$ cat config.mk
export PLATFORM = sky130hd
export DESIGN_NAME = light_sensor_ctrl
export DESIGN_NICKNAME = d
export VERILOG_FILES = /design/src/hdl/lsc_pkg.sv /design/src/hdl/conv_if.sv /design/src/hdl/conv_engine.sv /design/src/hdl/light_sensor_ctrl.sv
export SDC_FILE = /design/constraint.sdc
export NUM_CORES = 1
export LEC_CHECK = 0
export ABC_CLOCK_PERIOD_IN_PS = 6550
export BUFFER_PORTS_ARGS = -buffer_cell sky130_fd_sc_hd__buf_2
export CAP_MARGIN = 20
export CORE_MARGIN = 2
export CORE_UTILIZATION = 45
export DETAILED_ROUTE_END_ITERATION = 12
export HOLD_SLACK_MARGIN = 0.03
export SLEW_MARGIN = 40
export SYNTH_ARGS = -nofsm -noshare
export SYNTH_HDL_FRONTEND = slang
export SYNTH_HIERARCHICAL = 1
export SYNTH_SLANG_ARGS = --single-unit
$ cat constraint.sdc
create_clock -name clk_i -period 6.55 [get_ports clk_i]
set_input_delay 0.9825 -clock clk_i [delete_from_list [all_inputs] [get_ports clk_i]]
set_output_delay 0.9825 -clock clk_i [all_outputs]
set_load 0.01 [all_outputs]
$ cat src/hdl/lsc_pkg.sv
// Purpose: constants and types for the light sensor control and interrupt block
// Assumes: 200 MHz system clock, registers on a plain strobe port
// Notes:   register offsets are byte addresses of 32-bit words
//
// What this block does
// every light measurement is a 16-, 12-, 8- or 4-bit result of the charge-balancing converter, by resolution
// conversion lasts 105 ms at full resolution, down to 11 us when reduced
// single-measurement mode powers down automatically after each conversion
// a second power-down state is entered and left only by host command
// brownout flag is set at power-up and held until the host clears it
// interrupt flag and output stay asserted until the host clears the flag
// conversions keep running while the interrupt is asserted
// interrupt pin is pulled low by an open-drain driver, released otherwise
// host selects a lux range that changes counts per lux
// results compared to host thresholds, persistence filter before interrupt
// a result outside the low/high window qualifies; inside resets persistence
// interrupt flag rises at the end of the qualifying conversion only
package lsc_pkg;

    // ----------------------------------------------------------------
    // timing
    // ----------------------------------------------------------------
    localparam int unsigned CLK_HZ      = 200_000_000;
    localparam int unsigned T_CONV_MS   = 105;
    localparam int unsigned T_MIN_US    = 11;
    localparam int unsigned CONV_CYC    = (CLK_HZ / 1000) * T_CONV_MS;
    localparam int unsigned MIN_CYC     = (CLK_HZ / 1_000_000) * T_MIN_US;
    localparam int unsigned RES_BITS    = 16;

    // ----------------------------------------------------------------
    // register map
    // ----------------------------------------------------------------
    localparam logic [7:0]  ADDR_CTRL   = 8'h00;
    localparam logic [7:0]  ADDR_STAT   = 8'h04;
    localparam logic [7:0]  ADDR_MASK   = 8'h08;
    localparam logic [7:0]  ADDR_DATA   = 8'h0C;
    localparam logic [7:0]  ADDR_THLO   = 8'h10;
    localparam logic [7:0]  ADDR_THHI   = 8'h14;

    // ctrl fields: mode [1:0], lux range [3:2], resolution [5:4], persistence [7:6]
    localparam int unsigned CTRL_MODE   = 0;
    localparam int unsigned CTRL_RNG    = 2;
    localparam int unsigned CTRL_RES    = 4;
    localparam int unsigned CTRL_PERS   = 6;

    // status bits
    localparam int unsigned ST_BROWN    = 0;
    localparam int unsigned ST_THR      = 1;
    localparam int unsigned ST_DONE     = 2;

    // reset values
    localparam logic [2:0]  STAT_RST    = 3'h1;
    localparam logic [2:0]  MASK_RST    = 3'h2;
    localparam logic [15:0] THLO_RST    = 16'h0000;
    localparam logic [15:0] THHI_RST    = 16'hFFFF;

    typedef enum logic [1:0] {
        MODE_OFF  = 2'b00,
        MODE_ONCE = 2'b01,
        MODE_CONT = 2'b10,
        MODE_RSV  = 2'b11
    } mode_t;

    typedef enum logic [0:0] {
        S_IDLE = 1'b0,
        S_CONV = 1'b1
    } fsm_t;

    // qualifying results needed for each persistence setting
    function automatic logic [4:0] persist_need(input logic [1:0] sel);
        case (sel)
            2'b00:   persist_need = 5'h01;
            2'b01:   persist_need = 5'h04;
            2'b10:   persist_need = 5'h08;
            default: persist_need = 5'h10;
        endcase
    endfunction : persist_need

endpackage : lsc_pkg

$ cat src/hdl/conv_if.sv
// Purpose: link between the control logic and the converter engine
// Assumes: one clock domain
// Notes:   start and done are one-cycle pulses
`timescale 1ns/1ps
interface conv_if;
    logic        start;
    logic        light;
    logic [1:0]  res_sel;
    logic [1:0]  lux_rng;
    logic        done;
    logic [15:0] result;

    modport ctl (output start, light, res_sel, lux_rng, input done, result);
    modport eng (input start, light, res_sel, lux_rng, output done, result);
endinterface : conv_if

$ cat src/hdl/conv_engine.sv
// Purpose: charge-balancing conversion counter
// Assumes: light is a one-cycle pulse per charge packet, already synchronised
// Notes:   range and resolution are sampled only while idle
`timescale 1ns/1ps
module conv_engine #(
    parameter int unsigned CONV_CYCLES = lsc_pkg::CONV_CYC
) (
    input  wire logic clk_i,
    input  wire logic nrst_i,
    conv_if.eng       c
);
    import lsc_pkg::*;

    typedef struct packed {
        logic        busy;
        logic [31:0] cyc;
        logic [5:0]  pre;
        logic [1:0]  rng;
        logic [1:0]  res;
        logic [15:0] acc;
        logic        done;
        logic [15:0] result;
    } eng_st_t;

    eng_st_t st_ff;
    eng_st_t nxt_st;
    logic [5:0]  div_mask;
    logic [15:0] full;
    logic [31:0] per;

    // ----------------------------------------------------------------
    // conversion sequencing
    // ----------------------------------------------------------------
    // each resolution step drops four bits and cuts the period by 16
    assign per      = 32'(CONV_CYCLES >> {c.res_sel, 2'b00});
    // a higher lux range needs more charge packets per count
    assign div_mask = 6'((7'h01 << {st_ff.rng, 1'b0}) - 7'h01);
    assign full     = 16'((17'h1_0000 >> {st_ff.res, 2'b00}) - 17'h0_0001);

    always_comb
    begin
        nxt_st      = st_ff;
        nxt_st.done = 1'b0;
        if (!st_ff.busy)
        begin
            if (c.start)
            begin
                nxt_st.busy = 1'b1;
                // floor keeps the shortest period at the documented minimum
                nxt_st.cyc  = (per < MIN_CYC) ? MIN_CYC : per;
                nxt_st.pre  = 6'h00;
                nxt_st.acc  = 16'h0000;
                nxt_st.rng  = c.lux_rng;
                nxt_st.res  = c.res_sel;
            end
        end
        else
        begin
            if (c.light)
            begin
                if (st_ff.pre == div_mask)
                begin
                    nxt_st.pre = 6'h00;
                    if (st_ff.acc != full)
                        nxt_st.acc = st_ff.acc + 16'h0001;
                end
                else
                    nxt_st.pre = st_ff.pre + 6'h01;
            end
            if (st_ff.cyc == 32'h0000_0001)
            begin
                nxt_st.busy   = 1'b0;
                nxt_st.done   = 1'b1;
                nxt_st.result = st_ff.acc;
            end
            else
                nxt_st.cyc = st_ff.cyc - 32'h0000_0001;
        end
    end

    always_ff @(posedge clk_i or negedge nrst_i)
    begin
        if (!nrst_i)
            st_ff <= '0;
        else
            st_ff <= nxt_st;
    end

    assign c.done   = st_ff.done;
    assign c.result = st_ff.result;
endmodule : conv_engine

$ cat src/hdl/light_sensor_ctrl.sv
// Purpose: control, result compare and interrupt logic of the light sensor
// Assumes: light_pulse_i comes from the analog charge balancer, asynchronous
// Notes:   int pin is open drain: int_o is always low, int_oe_o pulls the line
`timescale 1ns/1ps
module light_sensor_ctrl #(
    parameter int unsigned CONV_CYCLES = lsc_pkg::CONV_CYC
) (
    input  wire logic        clk_i,
    input  wire logic        nrst_i,
    input  wire logic        light_pulse_i,
    input  wire logic [7:0]  addr_i,
    input  wire logic [31:0] wdata_i,
    input  wire logic        wr_i,
    input  wire logic        rd_i,
    output logic [31:0]      rdata_o,
    output logic             int_o,
    output logic             int_oe_o
);
    import lsc_pkg::*;

    typedef struct packed {
        logic [31:0] rdata;
        mode_t       mode;
        logic [1:0]  rng;
        logic [1:0]  res;
        logic [1:0]  pers;
        logic [2:0]  status;
        logic [2:0]  mask;
        logic [15:0] thlo;
        logic [15:0] thhi;
        logic [15:0] data;
        logic [4:0]  pcnt;
        fsm_t        fsm;
        logic        start;
        logic        irq;
    } ctl_st_t;

    ctl_st_t     st_ff;
    ctl_st_t     nxt_st;
    logic [1:0]  rst_sync_ff;
    logic        rst_n;
    logic [2:0]  light_sync_ff;
    logic        wr_ctrl;
    logic        wr_stat;
    logic        outside;
    logic [2:0]  set_ev;
    logic [31:0] len_ff;
    logic [1:0]  len_res_ff;
    logic [31:0] len_per;
    logic [31:0] len_exp;

    conv_if c ();

    // ----------------------------------------------------------------
    // reset release and pin synchronisers
    // ----------------------------------------------------------------
    // reset asserts at once but releases only after two clean edges
    always_ff @(posedge clk_i or negedge nrst_i)
    begin
        if (!nrst_i)
            rst_sync_ff <= 2'b00;
        else
            rst_sync_ff <= {rst_sync_ff[0], 1'b1};
    end
    assign rst_n = rst_sync_ff[1];

    // stage 0 only feeds stage 1; the edge detector uses stages 1 and 2
    always_ff @(posedge clk_i or negedge rst_n)
    begin
        if (!rst_n)
            light_sync_ff <= 3'b000;
        else
            light_sync_ff <= {light_sync_ff[1:0], light_pulse_i};
    end

    // ----------------------------------------------------------------
    // converter
    // ----------------------------------------------------------------
    assign c.start   = st_ff.start;
    assign c.light   = light_sync_ff[1] & ~light_sync_ff[2];
    assign c.res_sel = st_ff.res;
    assign c.lux_rng = st_ff.rng;

    conv_engine #(
        .CONV_CYCLES (CONV_CYCLES)
    ) u_engine (
        .clk_i  (clk_i),
        .nrst_i (rst_n),
        .c      (c)
    );

    // ----------------------------------------------------------------
    // control, compare and registers
    // ----------------------------------------------------------------
    assign wr_ctrl = wr_i && (addr_i == ADDR_CTRL);
    assign wr_stat = wr_i && (addr_i == ADDR_STAT);
    // window compare; equal to a threshold counts as inside
    assign outside = (c.result < st_ff.thlo) || (c.result > st_ff.thhi);

    always_comb
    begin
        nxt_st       = st_ff;
        nxt_st.start = 1'b0;
        set_ev       = 3'b000;

        // sequencer: the interrupt never stalls the next conversion
        case (st_ff.fsm)
            S_IDLE:
            begin
                if (st_ff.mode == MODE_ONCE || st_ff.mode == MODE_CONT)
                begin
                    nxt_st.start = 1'b1;
                    nxt_st.fsm   = S_CONV;
                end
            end
            S_CONV:
            begin
                if (c.done)
                begin
                    nxt_st.fsm  = S_IDLE;
                    nxt_st.data = c.result;
                    set_ev[ST_DONE] = 1'b1;
                    // single shot: the mode field goes back to power-down
                    if (st_ff.mode == MODE_ONCE)
                        nxt_st.mode = MODE_OFF;
                    // persistence counts only completed conversions
                    if (outside)
                    begin
                        if (st_ff.pcnt + 5'h01 >= persist_need(st_ff.pers))
                        begin
                            set_ev[ST_THR] = 1'b1;
                            nxt_st.pcnt    = persist_need(st_ff.pers);
                        end
                        else
                            nxt_st.pcnt = st_ff.pcnt + 5'h01;
                    end
                    else
                        nxt_st.pcnt = 5'h00;
                end
            end
            default:
                nxt_st.fsm = S_IDLE;
        endcase

        // host writes; mode off is the software power-down state
        if (wr_ctrl)
        begin
            nxt_st.mode = mode_t'(wdata_i[CTRL_MODE +: 2]);
            nxt_st.rng  = wdata_i[CTRL_RNG +: 2];
            nxt_st.res  = wdata_i[CTRL_RES +: 2];
            nxt_st.pers = wdata_i[CTRL_PERS +: 2];
        end
        if (wr_i && addr_i == ADDR_MASK)
            nxt_st.mask = wdata_i[2:0];
        if (wr_i && addr_i == ADDR_THLO)
            nxt_st.thlo = wdata_i[15:0];
        if (wr_i && addr_i == ADDR_THHI)
            nxt_st.thhi = wdata_i[15:0];

        // sticky flags: write one clears, a same-cycle event wins
        nxt_st.status = (st_ff.status & ~(wr_stat ? wdata_i[2:0] : 3'b000))
                        | set_ev;
        nxt_st.irq    = |(nxt_st.status & st_ff.mask);

        // read data valid in the cycle after the strobe only
        nxt_st.rdata = 32'h0000_0000;
        if (rd_i)
        begin
            case (addr_i)
                ADDR_CTRL: nxt_st.rdata = {24'h00_0000, st_ff.pers, st_ff.res,
                                           st_ff.rng, st_ff.mode};
                ADDR_STAT: nxt_st.rdata = {29'h0000_0000, st_ff.status};
                ADDR_MASK: nxt_st.rdata = {29'h0000_0000, st_ff.mask};
                ADDR_DATA: nxt_st.rdata = {16'h0000, st_ff.data};
                ADDR_THLO: nxt_st.rdata = {16'h0000, st_ff.thlo};
                ADDR_THHI: nxt_st.rdata = {16'h0000, st_ff.thhi};
                default:   nxt_st.rdata = 32'h0000_0000;
            endcase
        end
    end

    // brownout bit comes up set on every power-up reset
    always_ff @(posedge clk_i or negedge rst_n)
    begin
        if (!rst_n)
        begin
            st_ff        <= '0;
            st_ff.mode   <= MODE_OFF;
            st_ff.fsm    <= S_IDLE;
            st_ff.status <= STAT_RST;
            st_ff.mask   <= MASK_RST;
            st_ff.thlo   <= THLO_RST;
            st_ff.thhi   <= THHI_RST;
        end
        else
            st_ff <= nxt_st;
    end

    assign rdata_o  = st_ff.rdata;
    // open drain: only ever drive low, release otherwise
    assign int_o    = 1'b0;
    assign int_oe_o = st_ff.irq;

    // ----------------------------------------------------------------
    // conversion length watch
    // ----------------------------------------------------------------
    // helper for the checks only; it keeps the resolution seen at the
    // start pulse, since the host may rewrite it while a conversion runs
    always_ff @(posedge clk_i or negedge rst_n)
    begin
        if (!rst_n)
        begin
            len_ff     <= 32'h0000_0000;
            len_res_ff <= 2'b00;
        end
        else if (c.start)
        begin
            len_ff     <= 32'h0000_0001;
            len_res_ff <= st_ff.res;
        end
        else
            len_ff <= len_ff + 32'h0000_0001;
    end

    // four bits less per resolution step, never below the shortest period
    assign len_per = CONV_CYCLES >> {len_res_ff, 2'b00};
    assign len_exp = (len_per < MIN_CYC) ? MIN_CYC : len_per;
endmodule : light_sensor_ctrl

==> metrics, run 1 <==
Final Cell Area=10,000 um^2; gr usage total=19.4%; Hold-fix buffers, CTS=0; via count=6,649; CTS resizes=0; layout cell share with drive strength beyond 1=16.8%; flop2flop setup slack=3.66 ns; clk root buf=clkbuf_16; DP Area=9420 um^2; worst path cell trace=buf_2, or4_4, nor3_4, and2_1, and2b_1, nand2_4, mux2_4; fillers=1,934; Startpoint Class=primary input; router iterations before antenna repair=5; post-synthesis cell count=947; Req. time, crit path=6.87 ns; initial antenna violation count=0; DR iter-0 viols=427; Crit Path Class=in -> reg; met1 wire length=9750 um; Vias/cell=5.40; post-DP HPWL=13,900 um; final setup fails=0; crit path from=addr_i[1]; Reg clk slew, reported paths=0.07 ns; clock sinks=167; final WL=20,200 um; top post-synthesis cells by area=dfrtp_1 (40%), nand2_1 (7.1%), ha_1 (6.5%); TNS Setup=0 ns; vias in the first global route=6,485; Unique masters post-synth=76; DR top layer=met4; min cycle time layout=3.72 ns; max incr delay on CP=0.67 ns; async set-reset flop share out of synthesis=100%; clk buf depth=2; cell taking the most area after synthesis=dfrtp_1; drt drc=0; RSZ-0062 raised after global routing=false; status=finished clean; top cell type's share of synthesized area=40.3%; first-pass GRT wire length=33,700 um; core area=20,200 um^2; final hold violations=0; worst path bufs/invs=1; crit-path max FO=16; RD Place Congestion=0.800; Worst Setup End Kind=flop; Max IR drop VDD=0.157 mV; area delta synth->final=8.52%; gr ovfl total=0; wire per inst=16.4 um; WP data arrival=4.03 ns; buffers added on ports=45; # rows=52; Largest delay share family, worst path=simple AND/OR/NAND/NOR gates; final antenna diode count=0; worst reg2reg path depth=5; Synth Warn #=6; initial core utilization=45.7%; syn_area_per_cell=9.77 um^2; Worst-Margin Slew=0.745 ns; CTS H-tree depth=4; NumNets Final=1,042; largest net degree at the start of global routing=59; Horiz. Die Dim=147 um; met3 WL=587 um; CTS tree=done; Min Hold Slack=0.198 ns; max-cap viol count=0; I/O Pins=79; Main synth FF type=dfrtp_1; DRT antenna net count=0; Post-CTS Setup Inserts=0; RR Endpoint=u_engine/st_ff[66]$_DFFE_PN0P_; Skew-Pair Late Insertion Delay=0.43 ns; Critical R2R Launch=u_engine/st_ff[75]$_DFF_PN0_; DR WL met2=9510 um; Post-Synthesis Cell Area=9250 um^2; sequential share of the synthesized area=45.4%; Vert. Die Dim=147 um; worst hold path class=reg -> async; Pwr Density=227 nW/um^2; Worst Clk Skew=0.0102 ns; Seq cells post-synth=167; Leak=4.77 nW; TritonCTS Buffers=17; Slew Limit Fails=0; DIE AREA=21,700 um^2; Max Clk Rate=0.269 GHz; Slew headroom=50.3%; slowest CP cell=and2b_1; number of synthesized flops with an enable pin=0; fin crit share=56.7%
[power breakdown]
part / switching, mW / total [mW] / internal, mW
Combinational: 0.114 / 0.186 / 0.0719
Sequential: 0.0253 / 1.09 / 1.06
Clock: 0.445 / 0.999 / 0.554
[worst max path at each step]
stage | end | slack (ns) | cells past startpoint
2_1_floorplan | c.lux_rng[0]$_DFFE_PN0P_ | 1.58 | 0
3_3_place_gp | st_ff[50]$_DFFE_PN0P_ | 2.40 | 7
3_5_place_dp | st_ff[53]$_DFFE_PN0P_ | 2.34 | 7
4_1_cts | st_ff[55]$_DFFE_PN0P_ | 2.82 | 7
5_1_grt | st_ff[51]$_DFFE_PN0P_ | 2.75 | 7
6_report | st_ff[55]$_DFFE_PN0P_ | 2.83 | 7
[Yosys cell counts (8+ instances only)]
cell type / instances
a21oi_1: 19
a22o_1: 15
a22oi_1: 10
a31oi_1: 9
buf_4: 49
clkbuf_1: 28
dfrtp_1: 149
dfstp_2: 18
ha_1: 48
inv_1: 42
mux2_2: 21
mux2_4: 10
nand2_1: 176
nand3_1: 27
nand4_1: 12
nor2_1: 49
nor2b_1: 8
nor3_1: 9
nor4_1: 15
o211ai_1: 8
o21ai_0: 42
or3_1: 10
or4_1: 11
xnor2_1: 17
xor2_1: 8
[layout make-up]
class                      count  area [um^2]  area share, %
inverter                      44          165           1.64
multi-input combinational    665         4430           44.1
tap                          270          338           3.36
sequential                   167         4210           41.9
timing repair buffer          54          305           3.04
clock buffer                  19          453           4.51
clock inverter                13          141           1.41
[stage by stage]
step                util (%)  std cells  setup WS, ns  power [mW]
global placement        46.4       1197          2.40        1.29
global route            49.6       1232          2.75        2.37
floorplan                  -        963          1.58        1.24
detailed placement      46.5       1198          2.34        1.29
finish                  49.6       1232          2.83        2.27
CTS                     49.5       1230          2.82        2.30
[registers in the layout (all words and copies together), names as in the netlist]
name	cells
st_ff	64
rdata_o	16
u_engine/c.result	16
c.start	1
int_oe_o	1
u_engine/st_ff	59
c.lux_rng	2
u_engine/c.done	1
light_sync_ff	3
rst_sync_ff	2
c.res_sel	2
[logic make-up after synthesis]
family	count (synthesis)	synth area share (%)
simple gates	371	19.9
flops	167	45.4
compound gates	165	13.1
buf+inv	131	7.71
fa+ha+maj	48	6.49
mux	38	4.94
xor+xnor	25	2.37
other cells	2	0.0812
[metal layers]
layer	GRT usage, %	vias to the layer above
li1	-	3297
met1	26.9	3239
met2	31.4	92
met3	3.36	21
met4	5.96	0
met5	0	-
[cell usage in the layout, fill, tap and decap left out, types with 9 or more instances in the layout]
master / count
or4_1: 11
a22o_1: 15
dfrtp_1: 148
or3_1: 10
buf_2: 45
a31oi_1: 9
nor4_1: 15
nor3_1: 9
conb_1: 18
xnor2_1: 17
a22oi_1: 10
ha_1: 48
clkbuf_16: 17
nand3_1: 27
nand2_1: 175
nand4_1: 12
dfstp_2: 18
mux2_4: 10
o21ai_0: 42
nor2_1: 49
mux2_2: 21
a21oi_1: 19
inv_1: 42
Power figures use the tool's default switching activity.
==> run 2: changes to the inputs <==
--- a/config.mk
+++ b/config.mk
@@ -5,7 +5,7 @@
 export SDC_FILE = /design/constraint.sdc
 export NUM_CORES = 1
 export LEC_CHECK = 0
-export ABC_CLOCK_PERIOD_IN_PS = 6550
+export ABC_CLOCK_PERIOD_IN_PS = 3440
 export BUFFER_PORTS_ARGS = -buffer_cell sky130_fd_sc_hd__buf_2
 export CAP_MARGIN = 20
 export CORE_MARGIN = 2
==> constraint.sdc (replaced) <==
create_clock -name clk_i -period 3.44 [get_ports clk_i]
set_input_delay 0.516 -clock clk_i [delete_from_list [all_inputs] [get_ports clk_i]]
set_output_delay 0.516 -clock clk_i [all_outputs]
set_load 0.01 [all_outputs]
==> run 2 against run 1 <==
Against the previous run: clock power up 86%; count of clock-buffer cells in the layout down 1; die area unchanged; via count down 0.38%; utilization up 0.19 points; global-route usage up 0.13 points; wire length up 0.43%; cell area up 0.37%; hold slack worse by 0.0081 ns; non-clock buffer count up 8; combinational power up 88%; sequential power up 91%; largest cell class unchanged.
==> metrics, run 2 (synthesized netlist as in run 1, its figures left out) <==
status=finished clean; clk root buf=clkbuf_16; Pwr Density=426 nW/um^2; post-DP HPWL=14,200 um; DRT antenna net count=0; first-pass GRT wire length=33,900 um; area delta synth->final=8.92%; Worst Clk Skew=0.00947 ns; area taken by multi-input logic gates=4420 um^2; Leak=4.79 nW; TNS Setup=0 ns; max-cap viol count=0; core area=20,200 um^2; buffers added on ports=45; vias in the first global route=6,556; DIE AREA=21,700 um^2; Biggest register=st_ff; Slew Limit Fails=0; met1 wire length=9640 um; gr ovfl total=0; wire per inst=16.3 um; most common cell after layout, fill and taps aside=nand2_1; Reg clk slew, reported paths=0.07 ns; Largest regs=st_ff x64, u_engine/st_ff x59; Worst Setup End Kind=flop; worst hold path class=in -> reg; Skew-Pair Late Insertion Delay=0.43 ns; drt drc=0; gr usage total=19.5%; TritonCTS Buffers=17; final WL=20,200 um; initial antenna violation count=0; Crit Path Class=reg -> reg; commonest non-fill, non-tap cells in the layout=nand2_1 (176), dfrtp_1 (148), nor2_1 (49); met3 WL=709 um; DR iter-0 viols=337; min cycle time layout=2.76 ns; WP data arrival=3.04 ns; clock sinks=167; RD Place Congestion=0.793; DR WL met2=9710 um; Min Hold Slack=0.190 ns; fin crit share=80.2%; Max IR drop VDD=0.284 mV; I/O Pins=79; final antenna diode count=0; crit-path max FO=7; sequential cell area=4210 um^2; fillers=1,885; Horiz. Die Dim=147 um; DR top layer=met4; largest net degree at the start of global routing=58; NumNets Final=1,050; # rows=52; layout cell share with drive strength beyond 1=16.9%; final hold violations=0; Req. time, crit path=3.72 ns; final setup fails=0; CTS H-tree depth=4; Worst-Margin Slew=0.771 ns; via count=6,624; CTS tree=done; initial core utilization=45.7%; Vias/cell=5.34; Slew headroom=48.1%; clk buf depth=2; final core utilization=49.8%; number of flip-flops under the largest register name=64; Max Clk Rate=0.363 GHz; RSZ-0062 raised after global routing=false; Startpoint Class=flop; Vert. Die Dim=147 um; Total Power=4.29 mW; router iterations before antenna repair=7
[run 2: metrics by stage]
step           setup slack (ns)  instance area [um^2]  std cells
5_1_grt                   0.497                 10100       1240
6_report                  0.681                 10100       1240
3_5_place_dp              0.668                  9500       1207
4_1_cts                   0.648                 10100       1240
3_3_place_gp              0.690                  9490       1207
2_1_floorplan             0.695                  9310        963
[run 2: report_power, final]
part | total (mW) | leakage (nW) | switching [mW] | internal [mW]
Sequential | 2.08 | 2.11 | 0.0571 | 2.02
Combinational | 0.349 | 2.41 | 0.210 | 0.139
Clock | 1.86 | 0.267 | 0.843 | 1.01
Total | 4.29 | 4.79 | 1.11 | 3.18
[run 2: timing repair]
item | 4_1_cts | 5_1_grt
endpoints found under the hold margin | 2 | 0
hold buffers | 1 | 0
setup endpoints to repair | 0 | 0
setup buffers | 0 | 0
gates resized for setup | 0 | 0
[run 2: layout make-up]
cell class,count,area share (%)
flip-flops and latches,167,41.7
repair buffers,62,3.77
multi-input cells,665,43.8
inverters,44,1.64
clock inverters,14,1.43
clock buffers,18,4.26
well taps,270,3.35
[run 2: layer usage]
layer | track usage [%] | vias to the layer above
li1 | - | 3317
met1 | 26.4 | 3189
met2 | 32.5 | 107
met3 | 3.64 | 11
met4 | 5.24 | 0
met5 | 0 | -
[run 2: worst paths after layout]
| check | from | end | slack [ns] | cells after the start |
|---|---|---|---|---|
| min reg2reg | rst_sync_ff[0]$_DFF_PN0_ | rst_sync_ff[1]$_DFF_PN0_ | 0.35 | 0 |
| min in group asynchronous | nrst_i | rst_sync_ff[1]$_DFF_PN0_ | 0.39 | 2 |
| max reg2reg | st_ff[31]$_DFFE_PN1P_ | int_oe_o$_DFF_PN0_ | 0.68 | 8 |
| min | light_pulse_i | light_sync_ff[0]$_DFF_PN0_ | 0.19 | 1 |
| max in group asynchronous | rst_sync_ff[1]$_DFF_PN0_ | st_ff[36]$_DFFE_PN1P_ | 2.24 | 1 |
| max | st_ff[31]$_DFFE_PN1P_ | int_oe_o$_DFF_PN0_ | 0.68 | 8 |
[run 2: critical path, stage by stage, from the launching register on]
cell and delay, ns:
dfstp_2 0.53, inv_1 0.05, ha_1 0.32, a21oi_1 0.14
o21ai_0 0.11, a221o_1 0.32, or3_1 0.39, a21oi_1 0.54
o21ai_0 0.20
==> run 3: changes to the inputs <==
--- a/config.mk
+++ b/config.mk
@@ -5,7 +5,7 @@
 export SDC_FILE = /design/constraint.sdc
 export NUM_CORES = 1
 export LEC_CHECK = 0
-export ABC_CLOCK_PERIOD_IN_PS = 3440
+export ABC_CLOCK_PERIOD_IN_PS = 2860
 export BUFFER_PORTS_ARGS = -buffer_cell sky130_fd_sc_hd__buf_2
 export CAP_MARGIN = 20
 export CORE_MARGIN = 2
==> constraint.sdc (replaced) <==
create_clock -name clk_i -period 2.86 [get_ports clk_i]
set_input_delay 0.429 -clock clk_i [delete_from_list [all_inputs] [get_ports clk_i]]
set_output_delay 0.429 -clock clk_i [all_outputs]
set_load 0.01 [all_outputs]
==> run 3 against run 2 <==
Against the previous run: sequential cell count did not move; clock skew hardly changed; power increased by 20%.
==> metrics, run 3 (synthesized netlist as in run 1, its figures left out) <==
min cycle time layout=2.56 ns; RD Place Congestion=0.821; RSZ-0062 raised after global routing=false; Req. time, crit path=3.16 ns; worst hold start=light_pulse_i; Hold Path Sink=light_sync_ff[0]$_DFF_PN0_; Switching Share=26.3%; layout cell share with drive strength beyond 1=17.9%; number of flip-flops under the largest register name=64; Pint=3.80 mW; final hold violations=0; most common cell after layout, fill and taps aside=nand2_1; Horiz. Die Dim=147 um; Post-CTS Setup Inserts=0; buffers added on ports=45; TNS Setup=0 ns; Largest regs=st_ff x64, u_engine/st_ff x59; CTS H-tree depth=4; worst hold path class=in -> reg; drt drc=0; Worst Hold Depth=1; Critical R2R Launch=u_engine/st_ff[44]$_DFFE_PN0P_; wire per inst=16.2 um; Leak=4.86 nW; worst reg2reg path depth=8; CTS resizes=0; status=finished clean; Biggest register=st_ff; core area=20,200 um^2; max-cap viol count=0; Max IR drop VDD=0.344 mV; commonest non-fill, non-tap cells in the layout=nand2_1 (176), dfrtp_1 (148), nor2_1 (49); Final Cell Area=10,200 um^2; DIE AREA=21,700 um^2; final WL=20,200 um; Worst Setup End Kind=flop; flop2flop setup slack=0.30 ns; Vias/cell=5.37; Skew-Pair Late Insertion Delay=0.42 ns; Pwr Density=507 nW/um^2; Crit Path Class=reg -> reg; vias in the first global route=6,581; Slew headroom=53.3%; final core utilization=50.3%; I/O Pins=79; DRT antenna net count=0; post-DP HPWL=14,500 um; Hold-fix buffers, CTS=1; WP data arrival=2.86 ns; Reg clk slew, reported paths=0.07 ns; TritonCTS Buffers=17; DR iter-0 viols=360; Comb pwr share=9.0%; fin crit share=89.6%; final cell count without fillers=1,251; fillers=1,888; final setup fails=0; gr usage total=19.4%; Max Clk Rate=0.390 GHz; clock sinks=167; Worst-Margin Slew=0.697 ns; Placed Cells incl. Taps=1,218; clk buf depth=2; initial core utilization=45.7%; Worst Clk Skew=0.00916 ns; sequential share of power=48.3%; clk root buf=clkbuf_16; crit-path max FO=7; area delta synth->final=9.91%; # rows=52; area taken by multi-input logic gates=4420 um^2; router iterations before antenna repair=5; final antenna diode count=0; via count=6,713; Vert. Die Dim=147 um; P_sw=1.36 mW; CTS tree=done; sequential cell area=4210 um^2; RR Endpoint=u_engine/st_ff[66]$_DFFE_PN0P_; initial antenna violation count=0; NumNets Final=1,061; DP Area=9590 um^2; Slew Limit Fails=0; first-pass GRT wire length=33,800 um; clock network power share=42.7%; gr ovfl total=0; largest net degree at the start of global routing=94; Startpoint Class=flop
-- run 3: cell types whose count changed in the layout (fill, tap and decap cells not counted) --
cell and delta:
buf_4 +10, clkinv_8 +1, inv_8 -1, inv_6 +5, clkbuf_8 +1, clkbuf_1 -1, buf_12 +1, clkinvlp_4 -2
clkinv_4 -2, bufinv_16 -1
-- run 3: worst max-delay path, stage by stage (launching register included) --
cell and delay [ns]:
dfrtp_1 0.37, inv_1 0.08, ha_1 0.17, nor4b_1 0.16, and4b_1 0.28, a31oi_1 0.53
nand3_1 0.35, o311ai_0 0.37, o41ai_1 0.13
-- run 3: area by class of cell --
type	instances	share of cell area (%)
clock buffers	18	4.32
flip-flops and latches	167	41.4
inverters	44	1.62
multi-input cells	665	43.4
repair buffers	73	4.68
clock inverters	14	1.28
well taps	270	3.32
-- run 3: worst max-delay path by stage --
stage | cells past startpoint | to | startpoint | slack, ns
CTS | 8 | u_engine/st_ff[66]$_DFFE_PN0P_ | u_engine/st_ff[44]$_DFFE_PN0P_ | 0.28
global route | 8 | u_engine/st_ff[66]$_DFFE_PN0P_ | u_engine/st_ff[44]$_DFFE_PN0P_ | 0.04
finish | 8 | u_engine/st_ff[66]$_DFFE_PN0P_ | u_engine/st_ff[44]$_DFFE_PN0P_ | 0.30
detailed placement | 8 | u_engine/st_ff[66]$_DFFE_PN0P_ | u_engine/st_ff[44]$_DFFE_PN0P_ | 0.30
global placement | 7 | u_engine/st_ff[66]$_DFFE_PN0P_ | u_engine/st_ff[43]$_DFFE_PN0P_ | 0.36
floorplan | 0 | c.lux_rng[0]$_DFFE_PN0P_ | rst_sync_ff[1]$_DFF_PN0_ | 0.12
-- run 3: layer usage --
| layer | share of wire, % | vias up | track usage [%] |
|---|---|---|---|
| met2 | 48 | 113 | 31.8 |
| met3 | 3.8 | 29 | 4.26 |
| met1 | 47 | 3238 | 26.2 |
| met5 | 0 | - | 0 |
| met4 | 1.7 | 0 | 5.34 |
| li1 | - | 3333 | - |
-- run 3: power by group through the flow --
stage | clock network [mW] | registers [mW] | logic [mW]
after floorplan | 0 | 2.55 | 0.300
after global placement | 0 | 2.53 | 0.458
after detailed placement | 0 | 2.53 | 0.462
after CTS | 2.26 | 2.49 | 0.467
after global routing | 2.37 | 2.50 | 0.528
final | 2.20 | 2.49 | 0.465
-- run 3: stage by stage --
stage	total power, mW	hold WS [ns]	setup slack (ns)
after global routing	5.39	0.0817	0.0411
after CTS	5.21	0.0897	0.282
after detailed placement	2.99	0.222	0.297
after global placement	2.99	0.217	0.357
after floorplan	2.85	0.133	0.115
final	5.15	0.110	0.296
